--- config.mk ---
export PLATFORM = sky130hd
export DESIGN_NAME = wave_bridge
export DESIGN_NICKNAME = d
export VERILOG_FILES = /design/src/verilog/deadband_counter.v /design/src/verilog/wave_bridge.v
export VERILOG_INCLUDE_DIRS = /design/src /design/src/verilog
export SDC_FILE = /design/constraint.sdc
export NUM_CORES = 1
export LEC_CHECK = 0
export ABC_CLOCK_PERIOD_IN_PS = 2000
export BUFFER_PORTS_ARGS = -buffer_cell sky130_fd_sc_hd__buf_2
export CAP_MARGIN = 20
export CORE_UTILIZATION = 59
export DETAILED_ROUTE_END_ITERATION = 7
export PLACE_DENSITY = 0.82
export SETUP_SLACK_MARGIN = 0.3
export SLEW_MARGIN = 20
export SYNTH_ARGS = -nofsm -noshare
export SYNTH_HDL_FRONTEND = slang
export SYNTH_SLANG_ARGS = --single-unit
--- constraint.sdc ---
create_clock -name SYS_CLK -period 2 [get_ports SYS_CLK]
set_clock_uncertainty 0.15 [all_clocks]
set_input_delay 0.2 -clock SYS_CLK [delete_from_list [all_inputs] [get_ports SYS_CLK]]
set_output_delay 0.2 -clock SYS_CLK [all_outputs]
set_load 0.01 [all_outputs]
--- src/verilog/wave_bridge_regs.vh ---
`ifndef WAVE_BRIDGE_REGS_VH
`define WAVE_BRIDGE_REGS_VH

// register indices on the plain port
`define ADDR_CONTROL_MAIN      4'h0
`define ADDR_POLARITY_INPUT    4'h1
`define ADDR_CLOCK_SELECT      4'h2
`define ADDR_INPUT_SELECT      4'h3
`define ADDR_STEERING          4'h4
`define ADDR_SHUTDOWN_CONTROL  4'h5
`define ADDR_SHUTDOWN_SOURCES  4'h6
`define ADDR_RISE_DEADBAND     4'h7
`define ADDR_FALL_DEADBAND     4'h8
`define ADDR_MODULE_DISABLE    4'h9
`define ADDR_IRQ_STATUS        4'hA
`define ADDR_IRQ_MASK          4'hB
`define ADDR_STATE             4'hC

// field positions
`define CTRL_EN_BIT            7
`define CTRL_LOAD_BIT          6
`define MODE_LSB_BIT           0
`define MODE_HI_MSB            2
`define MODE_HI_LSB            1
`define POL_IN_BIT             5
`define CLK_SEL_BIT            0
`define MODE_MSB               2
`define ISM_MSB                2
`define ISM_LSB                0
`define POL_A_BIT              0
`define POL_B_BIT              1
`define POL_C_BIT              2
`define POL_D_BIT              3

// mode codes
`define MODE_FWD_FULL          3'h2
`define MODE_REV_FULL          3'h3
`define MODE_FULL_HI           2'h1

// interrupt status bits
`define IRQ_DIR_CHANGE         0
`define IRQ_DEADBAND_DONE      1

// reset values and the count step
`define RESET_BYTE             8'h00
`define RESET_COUNT            6'h00
`define ONE_COUNT              6'h01

`endif

--- src/verilog/deadband_counter.v ---
`include "wave_bridge_regs.vh"

module deadband_counter (
	// clock and reset
	input  wire       clk,
	input  wire       rst,
	// control
	input  wire       tick,
	input  wire       start,
	input  wire [5:0] length,
	// status
	output reg        busy_q,
	output reg        done_q
);

	reg [5:0] count_q;

	always @(posedge clk or posedge rst) begin
		if (rst) begin
			count_q <= `RESET_COUNT;
			busy_q  <= 1'b0;
			done_q  <= 1'b0;
		end else begin
			done_q <= 1'b0;
			if (start) begin
				// zero length still costs nothing beyond the restart
				count_q <= length;
				busy_q  <= (length != `RESET_COUNT);
				done_q  <= (length == `RESET_COUNT);
			end else if (busy_q && tick) begin
				if (count_q == `ONE_COUNT) begin
					busy_q <= 1'b0;
					done_q <= 1'b1;
				end
				count_q <= count_q - `ONE_COUNT;
			end
		end
	end

endmodule

--- src/verilog/wave_bridge.v ---
// What this block does
// forward full-bridge mode drives A active, B and C inactive, and D with the modulating input.
// reverse full-bridge mode drives C active, A and D inactive, and B with the modulating input.
// every change of direction in full-bridge mode passes through a dead-band before the new output modulates.
// steering and override settings are ignored in both full-bridge modes.
// software may flip direction through the lowest mode bit while enabled, without disabling first.
// while the module-disable bit is set the generator is held in reset and its clock enable is removed.
// turning to reverse counts the rising dead-band setting, turning to forward the falling one, in generator clocks.
//
// Design decisions made here: the strobed register port and the address map.
`include "wave_bridge_regs.vh"

module wave_bridge (
	// clock and reset
	input  wire       SYS_CLK,
	input  wire       RESET,
	// register port
	input  wire [3:0] ADDR,
	input  wire [7:0] WDATA,
	input  wire       WR,
	input  wire       RD,
	output reg  [7:0] RDATA,
	// modulation sources and peripheral clock choice
	input  wire [7:0] MOD_SOURCES,
	input  wire       ALT_CLK_EN,
	// bridge outputs
	output reg        BRIDGE_OUT_A,
	output reg        BRIDGE_OUT_B,
	output reg        BRIDGE_OUT_C,
	output reg        BRIDGE_OUT_D,
	// interrupt
	output reg        IRQ
);

	////////////////////////////////////////////////////////////////
	// registers

	reg [7:0] control_main_q;
	reg [7:0] polarity_input_q;
	reg [7:0] clock_select_q;
	reg [7:0] input_select_q;
	reg [7:0] steering_q;
	reg [7:0] shutdown_control_q;
	reg [7:0] shutdown_sources_q;
	reg [5:0] rise_deadband_q;
	reg [5:0] fall_deadband_q;
	reg       module_disable_q;
	reg [1:0] irq_status_q;
	reg [1:0] irq_mask_q;

	reg       dir_rev_q;
	reg       dead_q;
	reg       in_q;
	reg       was_full_q;

	wire       gen_rst;
	wire       tick;
	wire [2:0] mode;
	wire       full_mode;
	wire       enabled;
	wire       mod_raw;
	wire       dir_change;
	wire       db_busy;
	wire       db_done;
	wire [5:0] db_len;

	function is_full;
		input [2:0] m;
		begin
			is_full = (m[`MODE_HI_MSB:`MODE_HI_LSB] == `MODE_FULL_HI);
		end
	endfunction

	function [7:0] sel_word;
		input [3:0] a;
		begin
			case (a)
				`ADDR_CONTROL_MAIN:     sel_word = control_main_q;
				`ADDR_POLARITY_INPUT:   sel_word = polarity_input_q;
				`ADDR_CLOCK_SELECT:     sel_word = clock_select_q;
				`ADDR_INPUT_SELECT:     sel_word = input_select_q;
				`ADDR_STEERING:         sel_word = steering_q;
				`ADDR_SHUTDOWN_CONTROL: sel_word = shutdown_control_q;
				`ADDR_SHUTDOWN_SOURCES: sel_word = shutdown_sources_q;
				`ADDR_RISE_DEADBAND:    sel_word = {2'h0, rise_deadband_q};
				`ADDR_FALL_DEADBAND:    sel_word = {2'h0, fall_deadband_q};
				`ADDR_MODULE_DISABLE:   sel_word = {7'h00, module_disable_q};
				`ADDR_IRQ_STATUS:       sel_word = {6'h00, irq_status_q};
				`ADDR_IRQ_MASK:         sel_word = {6'h00, irq_mask_q};
				`ADDR_STATE:            sel_word = {4'h0, in_q, was_full_q, dead_q, dir_rev_q};
				default:                sel_word = `RESET_BYTE;
			endcase
		end
	endfunction

	////////////////////////////////////////////////////////////////
	// generator reset and clock enable

	// disable bit gates the tick and holds the core in reset
	assign gen_rst   = RESET | module_disable_q;
	assign tick      = !module_disable_q &&
	                   (clock_select_q[`CLK_SEL_BIT] ? ALT_CLK_EN : 1'b1);
	assign mode      = control_main_q[`MODE_MSB:`MODE_LSB_BIT];
	assign full_mode = is_full(mode);
	assign enabled   = control_main_q[`CTRL_EN_BIT];
	assign mod_raw   = MOD_SOURCES[input_select_q[`ISM_MSB:`ISM_LSB]] ^ polarity_input_q[`POL_IN_BIT];
	// only the low mode bit may turn the bridge round on the fly
	assign dir_change = tick && enabled && full_mode && was_full_q &&
	                    (mode[`MODE_LSB_BIT] != dir_rev_q);
	assign db_len    = mode[`MODE_LSB_BIT] ? rise_deadband_q : fall_deadband_q;

	////////////////////////////////////////////////////////////////
	// register port

	always @(posedge SYS_CLK or posedge RESET) begin
		if (RESET) begin
			control_main_q     <= `RESET_BYTE;
			polarity_input_q   <= `RESET_BYTE;
			clock_select_q     <= `RESET_BYTE;
			input_select_q     <= `RESET_BYTE;
			steering_q         <= `RESET_BYTE;
			shutdown_control_q <= `RESET_BYTE;
			shutdown_sources_q <= `RESET_BYTE;
			rise_deadband_q    <= `RESET_COUNT;
			fall_deadband_q    <= `RESET_COUNT;
			module_disable_q   <= 1'b0;
			irq_mask_q         <= 2'h0;
			RDATA              <= `RESET_BYTE;
		end else begin
			RDATA <= RD ? sel_word(ADDR) : `RESET_BYTE;
			if (WR) begin
				case (ADDR)
					`ADDR_CONTROL_MAIN:     control_main_q     <= {WDATA[7:6], 3'h0, WDATA[2:0]};
					`ADDR_POLARITY_INPUT:   polarity_input_q   <= {2'h0, WDATA[5], 1'b0, WDATA[3:0]};
					`ADDR_CLOCK_SELECT:     clock_select_q     <= {7'h00, WDATA[0]};
					`ADDR_INPUT_SELECT:     input_select_q     <= {5'h00, WDATA[2:0]};
					`ADDR_STEERING:         steering_q         <= WDATA;
					`ADDR_SHUTDOWN_CONTROL: shutdown_control_q <= {WDATA[7:2], 2'h0};
					`ADDR_SHUTDOWN_SOURCES: shutdown_sources_q <= {2'h0, WDATA[5:0]};
					`ADDR_RISE_DEADBAND:    rise_deadband_q    <= WDATA[5:0];
					`ADDR_FALL_DEADBAND:    fall_deadband_q    <= WDATA[5:0];
					`ADDR_MODULE_DISABLE:   module_disable_q   <= WDATA[0];
					`ADDR_IRQ_MASK:         irq_mask_q         <= WDATA[1:0];
					default:                ;
				endcase
			end
		end
	end

	////////////////////////////////////////////////////////////////
	// interrupt status, set wins over write-one-to-clear

	always @(posedge SYS_CLK or posedge RESET) begin
		if (RESET) begin
			irq_status_q <= 2'h0;
			IRQ          <= 1'b0;
		end else begin
			irq_status_q <= (irq_status_q &
			                 ~((WR && ADDR == `ADDR_IRQ_STATUS) ? WDATA[1:0] : 2'h0)) |
			                {db_done, dir_change};
			IRQ          <= |(irq_status_q & irq_mask_q);
		end
	end

	////////////////////////////////////////////////////////////////
	// direction and dead-band

	deadband_counter u_deadband (
		.clk    (SYS_CLK),
		.rst    (gen_rst),
		.tick   (tick),
		.start  (dir_change),
		.length (db_len),
		.busy_q (db_busy),
		.done_q (db_done)
	);

	always @(posedge SYS_CLK or posedge gen_rst) begin
		if (gen_rst) begin
			dir_rev_q  <= 1'b0;
			dead_q     <= 1'b0;
			in_q       <= 1'b0;
			was_full_q <= 1'b0;
		end else if (tick) begin
			in_q       <= mod_raw;
			was_full_q <= enabled && full_mode;
			if (enabled && full_mode && !was_full_q) begin
				// first entry: no opposing leg was on, no gap needed
				dir_rev_q <= mode[`MODE_LSB_BIT];
				dead_q    <= 1'b0;
			end else if (dir_change) begin
				dir_rev_q <= mode[`MODE_LSB_BIT];
				dead_q    <= 1'b1;
			end else if (!db_busy) begin
				dead_q    <= 1'b0;
			end
		end
	end

	////////////////////////////////////////////////////////////////
	// output drive; steering bits never reach the full-bridge path

	always @(posedge SYS_CLK or posedge gen_rst) begin
		if (gen_rst) begin
			BRIDGE_OUT_A <= 1'b0;
			BRIDGE_OUT_B <= 1'b0;
			BRIDGE_OUT_C <= 1'b0;
			BRIDGE_OUT_D <= 1'b0;
		end else if (!enabled || !was_full_q) begin
			BRIDGE_OUT_A <= polarity_input_q[`POL_A_BIT];
			BRIDGE_OUT_B <= polarity_input_q[`POL_B_BIT];
			BRIDGE_OUT_C <= polarity_input_q[`POL_C_BIT];
			BRIDGE_OUT_D <= polarity_input_q[`POL_D_BIT];
		end else if (!dir_rev_q) begin
			// forward; D held off during the dead-band
			BRIDGE_OUT_A <= 1'b1 ^ polarity_input_q[`POL_A_BIT];
			BRIDGE_OUT_B <= polarity_input_q[`POL_B_BIT];
			BRIDGE_OUT_C <= polarity_input_q[`POL_C_BIT];
			BRIDGE_OUT_D <= (in_q & !dead_q & !db_busy) ^ polarity_input_q[`POL_D_BIT];
		end else begin
			BRIDGE_OUT_A <= polarity_input_q[`POL_A_BIT];
			BRIDGE_OUT_B <= (in_q & !dead_q & !db_busy) ^ polarity_input_q[`POL_B_BIT];
			BRIDGE_OUT_C <= 1'b1 ^ polarity_input_q[`POL_C_BIT];
			BRIDGE_OUT_D <= polarity_input_q[`POL_D_BIT];
		end
	end

endmodule

### After elaboration in Yosys (flattened, before gate mapping)

Index checks and enable logic that the tools add are counted.

* flip-flop bits (word level): 76
* logic and storage cells: 119
* bits of input ports: 25
* output and inout port bits: 13

* equal/unequal tests: 16
* order comparisons: 1
* muxes and demuxes: 28
* bitwise gates (word level): 12
* reductions and logical operators: 36
* add/sub/neg operators: 1

Operator list (number)
* $pmux W8 S13: 1
* $reduce_and A2 Y1: 14
* $mux W1: 21
* $eq A4 B4 Y1 const B: 5
* $mux W6: 3
* $eq A4 B3 Y1 const B: 4
* $logic_and A1 B1 Y1: 9
* $eq A4 B2 Y1 const B: 2
* $mux W8: 1
* $eq A6 B1 Y1 const B: 1
* $logic_not A6 Y1: 1
* $reduce_bool A2 Y1: 3
* $reduce_bool A6 Y1: 1
* $sub A6 B1 Y6 const B: 1
* $logic_not A1 Y1: 5
* $and A2 B2 Y2: 2
* $eq A4 B1 Y1 const B: 1
* $logic_not A4 Y1: 1
* $lt A3 B4 Y1 const B: 1
* $bmux W1 S3: 1
* $ne A3 B3 Y1 const B: 1
* $xor A1 B1 Y1: 3
* $and A1 B1 Y1: 2
* $eq A2 B1 Y1 const B: 1
* 8 further kinds: 9

### Depth between registers and ports, before layout

* word-level depth: 8
* gate-level depth with buffers: 6
* depth with buffers taken out: 6

### By module

Synthesis repeated with hierarchy kept, for this count alone.

* cells, all modules: 316
* area, all modules: 3802.4 µm²

By module, submodules not included
* wave_bridge: times used 1, area each 3344.5 µm², cells an instance 268
* deadband_counter: times used 1, area each 457.9 µm², cells an instance 48

### Least setup slack after synthesis

Ideal clock, no wire load.

* kind: flip-flop to flip-flop
* start: reg module_disable_q
* end: reg u_deadband.count_q[1]
* data arrival time: 1.383 ns
* period minus slack after synthesis: 1.657 ns
* slack: 0.343 ns
* path buffers: 1
* stages on the path, launching flop included: 5
* cell sequence: dfrtp_1 > buf_2 > nor4_4 > nand3_2 > mux2_2

* cells in the longest elaborated chain, start to end: 7
* elaborated cells between the ends (all ways): 9
* classes of those cells: 1 x mux; 8 x reduce/logical

Ends and longest elaborated chain
* from (decl): RTL line wave_bridge.v:47 `reg module_disable_q;`
* from (signal assigned): RTL line wave_bridge.v:142 `` `ADDR_MODULE_DISABLE: module_disable_q <= WDATA[0]; ``
* $logic_not A1 Y1 *: RTL line wave_bridge.v:101 `assign tick = !module_disable_q &&`
* $logic_and A1 B1 Y1 *: RTL line wave_bridge.v:101
* $logic_and A1 B1 Y1 (4 in a row): RTL line wave_bridge.v:108 `assign dir_change = tick && enabled && full_mode && was_full_q &&`
* $mux W6 or $reduce_bool A2 Y1 (tied branches)
* to (signal assigned): RTL line deadband_counter.v:20 `` count_q <= `RESET_COUNT; ``
* to (signal assigned): RTL line deadband_counter.v:27 `count_q <= length;`
* to (signal assigned): RTL line deadband_counter.v:35 `` count_q <= count_q - `ONE_COUNT; ``
* to (decl): RTL line deadband_counter.v:16 `reg [5:0] count_q;`

Every way passes the cells marked *; elsewhere a longest branch is shown, timed or not.
A chain may end at the register's enable or synchronous reset.

### Worst setup path in the final report

* start: reg u_deadband.busy_q
* end: reg BRIDGE_OUT_B

* cells in the longest elaborated chain, start to end: 5

Ends and longest elaborated chain
* from (decl): RTL line deadband_counter.v:12 `output reg busy_q,`
* from (signal assigned): RTL line deadband_counter.v:28 `` busy_q <= (length != `RESET_COUNT); ``
* $logic_not A1 Y1: RTL line wave_bridge.v:222 `` BRIDGE_OUT_B <= (in_q & !dead_q & !db_busy) ^ polarity_input_q[`POL_B_BIT]; ``
* $and A1 B1 Y1: RTL line wave_bridge.v:222
* $xor A1 B1 Y1: RTL line wave_bridge.v:222
* $mux W1: RTL line wave_bridge.v:214 `end else if (!dir_rev_q) begin`
* $mux W1: RTL line wave_bridge.v:209 `end else if (!enabled || !was_full_q) begin`
* to (signal assigned): RTL line wave_bridge.v:211 `` BRIDGE_OUT_B <= polarity_input_q[`POL_B_BIT]; ``
* to (signal assigned): RTL line wave_bridge.v:217 `` BRIDGE_OUT_B <= polarity_input_q[`POL_B_BIT]; ``
* to (signal assigned): RTL line wave_bridge.v:222
* to (decl): RTL line wave_bridge.v:28 `output reg BRIDGE_OUT_B,`

Every way passes these cells.

==> results_dict.tcl <==
set metrics [dict create \
    yosys-top-cells-count "dfrtp_1, mux2_2, mux2i_1, nand2_1, buf_2" \
    start_util_pct 62.7 \
    synth-edff-count 0 \
    die_x_um 82.5 \
    synth.largest_area_cell "dfrtp_1" \
    total_power_mw 4.43 \
    holdWs_ps 25.5 \
    synthCells 316 \
    critPathMaxFanout 8 \
    fillers 434 \
    cts_root_buf "clkbuf_8" \
    io_buffers 37 \
    boundaryPins 38 \
    fin_cells 454 \
    clkTransAtPathRegs_ps 80 \
    path_delay_family "simple AND/OR/NAND/NOR gates" \
    clk-insertion-delay-late_ps 360 \
    cpPeakStageDelay_ps 560 \
    synth.top_cells.by_area "dfrtp_1, mux2_2, mux2i_1" \
    critical_path_class "flop to flop" \
    finalWeightedCongestion 0.869 \
    hold_viol 0 \
    grt_max_degree 61 \
    worst_pin_slew_ps 432 \
    peakVddDrop_v 0.000723 \
    endpoint_kind "flop" \
    async_flop_share_pct 100 \
    synth_warnings 0 \
    antenna_cells 0 \
    drive_above_1_share_pct 40.4 \
    ys_seq_area_share_pct 49.8 \
    synth_area_mm2 0.00382 \
    critical_path_arrival_ps 1770 \
    die_area_mm2 0.00680 \
    hp-class "input port to flop" \
    startpoint "u_deadband.busy_q$_DFFE_PP0P_" \
    synth-seq-cells 76 \
    slew_violations 0 \
    drt_iter0_drc 313 \
    synthFlopType "dfrtp_1" \
    area.growth.synth_to_final_pct 16.8 \
    multi_input_area_mm2 0.00184 \
    max_slew_margin_pct 71.1 \
    dpl_worst_slack_ps 134 \
    wl_per_cell_um 21.4 \
    leakagePower_nw 2.02 \
    gr-total-overflow 0 \
    clockBufferDepth 2 \
    via_per_inst 6.36 \
    r2r_end "BRIDGE_OUT_B$_DFF_PP0_" \
    via_count 2886 \
    synth_top_area_share_pct 49.8 \
    track_usage_pct 31.9 \
    synthesis.nets 343 \
    ys_types 55 \
    synth_most_common_cell "dfrtp_1" \
    grt_pass1_vias 2871 \
    worst_ep_required_time_ps 2100 \
    slowest_stage "or4b_1" \
    core_mm2 0.00610 \
    crit_cells 3 \
    cap_violations 0 \
    rr_worst_depth 3 \
    die_h_um 82.5 \
    fmax_mhz 598 \
    cp-endpoint "BRIDGE_OUT_B$_DFF_PP0_" \
    final_nets 401 \
    syn_avg_cell_area_um2 12.1 \
    start_kind "flop" \
    clock_sinks 76 \
    fin_tns_setup_ps 0 \
    ff2ff_setup_slack_ps 330 \
    setup-violations-final 0 \
    cts_tree "done" \
    p_per_area_mw_per_mm2 993 \
    antenna_found_initial 0 \
    cts_buffers 9 \
    routed_wl_mm 9.71 \
    dp_hpwl_mm 6.66 \
    path_cells "or4b_1 > or2_1 > xnor2_1" \
    rows 28 \
    layout_setup_ws_ps 329 \
    htreeDepth 3 \
    place_inst 429 \
    regToRegStartpoint "u_deadband.busy_q$_DFFE_PP0P_" \
    final.period_utilization_pct 83.6 \
    detail-route-antenna-nets 0 \
    status "finished clean" \
    seq_area_mm2 0.00191 \
    fin_crit_ps 1670 \
    grt_pass1_wl_mm 15.2 \
    rsz0062_at_grt "yes" \
    drc 0 \
    cp.buffers_inverters 0 \
    first_pass_iters 7 \
]
-- area by class of cell --
class | instances | area share, %
inverter | 8 | 0.757
timing repair buffer | 60 | 8.58
tap | 75 | 2.10
sequential | 76 | 42.8
multi-input combinational | 219 | 41.3
clock inverter | 6 | 1.40
clock buffer | 10 | 3.08
-- metal layers --
layer | wire [um] | track usage [%] | share of wire (%)
met1 | 4040 | 42.4 | 42
met2 | 4690 | 49.3 | 48
met5 | 0 | 0 | 0
met3 | 765 | 10.2 | 7.9
met4 | 222 | 11.2 | 2.3
-- repair_timing --
item,in CTS,in global routing
buffers inserted,2,2
gates resized for setup,2,7
gates cloned,0,0
hold buffers,5,0
setup endpoints to repair,5,11
pin swaps,1,1
hold endpoints to repair,87,0
-- flip-flops by register name, summed over array words and instances, names as in the netlist, 2 cells and up --
signal / count
RDATA: 8
control_main_q: 5
fall_deadband_q: 6
input_select_q: 3
irq_mask_q: 2
irq_status_q: 2
polarity_input_q: 5
rise_deadband_q: 6
shutdown_control_q: 6
shutdown_sources_q: 6
steering_q: 8
u_deadband.count_q: 6
-- metrics by stage --
| step | area, um2 | util (%) |
|---|---|---|
| after global routing | 4460 | 73.2 |
| after detailed placement | 4160 | 68.2 |
| after floorplan | 3820 | - |
| after CTS | 4430 | 72.6 |
| final | 4460 | 73.2 |
| after global placement | 4160 | 68.2 |
-- power by group --
part	leakage, nW	switching [mW]	total (mW)	internal [mW]
registers	0.956	0.342	2.21	1.86
logic	0.961	0.484	1.04	0.553
clock network	0.106	0.579	1.19	0.610
total	2.02	1.40	4.43	3.03
-- worst min-delay path by stage --
stage	from	slack (ps)	cells past startpoint	end
after floorplan	RESET	160	1	IRQ$_DFF_PP0_
after global placement	RESET	150	3	u_deadband.count_q[4]$_DFFE_PP0P_
after detailed placement	RESET	170	3	u_deadband.count_q[4]$_DFFE_PP0P_
after CTS	WDATA[5]	20	2	steering_q[5]$_DFFE_PP0P_
after global routing	WDATA[5]	20	2	shutdown_control_q[5]$_DFFE_PP0P_
final	WDATA[5]	30	2	steering_q[5]$_DFFE_PP0P_
-- layout by cell type (no fill, tap or decap), types with 3 or more instances in the layout --
cell,netlist,routed
a21o_1,4,4
a21oi_1,5,5
a22oi_1,5,5
a31oi_1,4,4
and3b_1,3,3
buf_2,12,37
buf_4,0,17
clkbuf_8,0,10
clkinv_2,0,3
dfrtp_1,76,71
dfrtp_2,0,5
dlygate4sd3_1,0,5
inv_1,8,7
mux2_2,57,57
mux2i_1,17,17
mux4_2,3,3
nand2_1,17,17
nand2b_1,5,5
nand3_1,6,6
nand4b_1,5,5
nor2_1,11,11
nor2_2,4,4
nor2b_1,6,6
nor3_1,6,6
o21ai_0,8,8
xnor2_1,4,4
xor2_1,6,5
-- cells by family after synthesis --
| group | share of synthesized area [%] |
|---|---|
| AND/OR/NAND/NOR | 13.0 |
| multiplexers | 23.0 |
| flip-flops | 49.8 |
| AO/OA/AOI/OAI | 8.75 |
| buffers and inverters | 2.46 |
| XOR/XNOR | 2.29 |
| adder cells (fa/ha/maj) | 0.655 |
(Power assumes the default switching activity.)
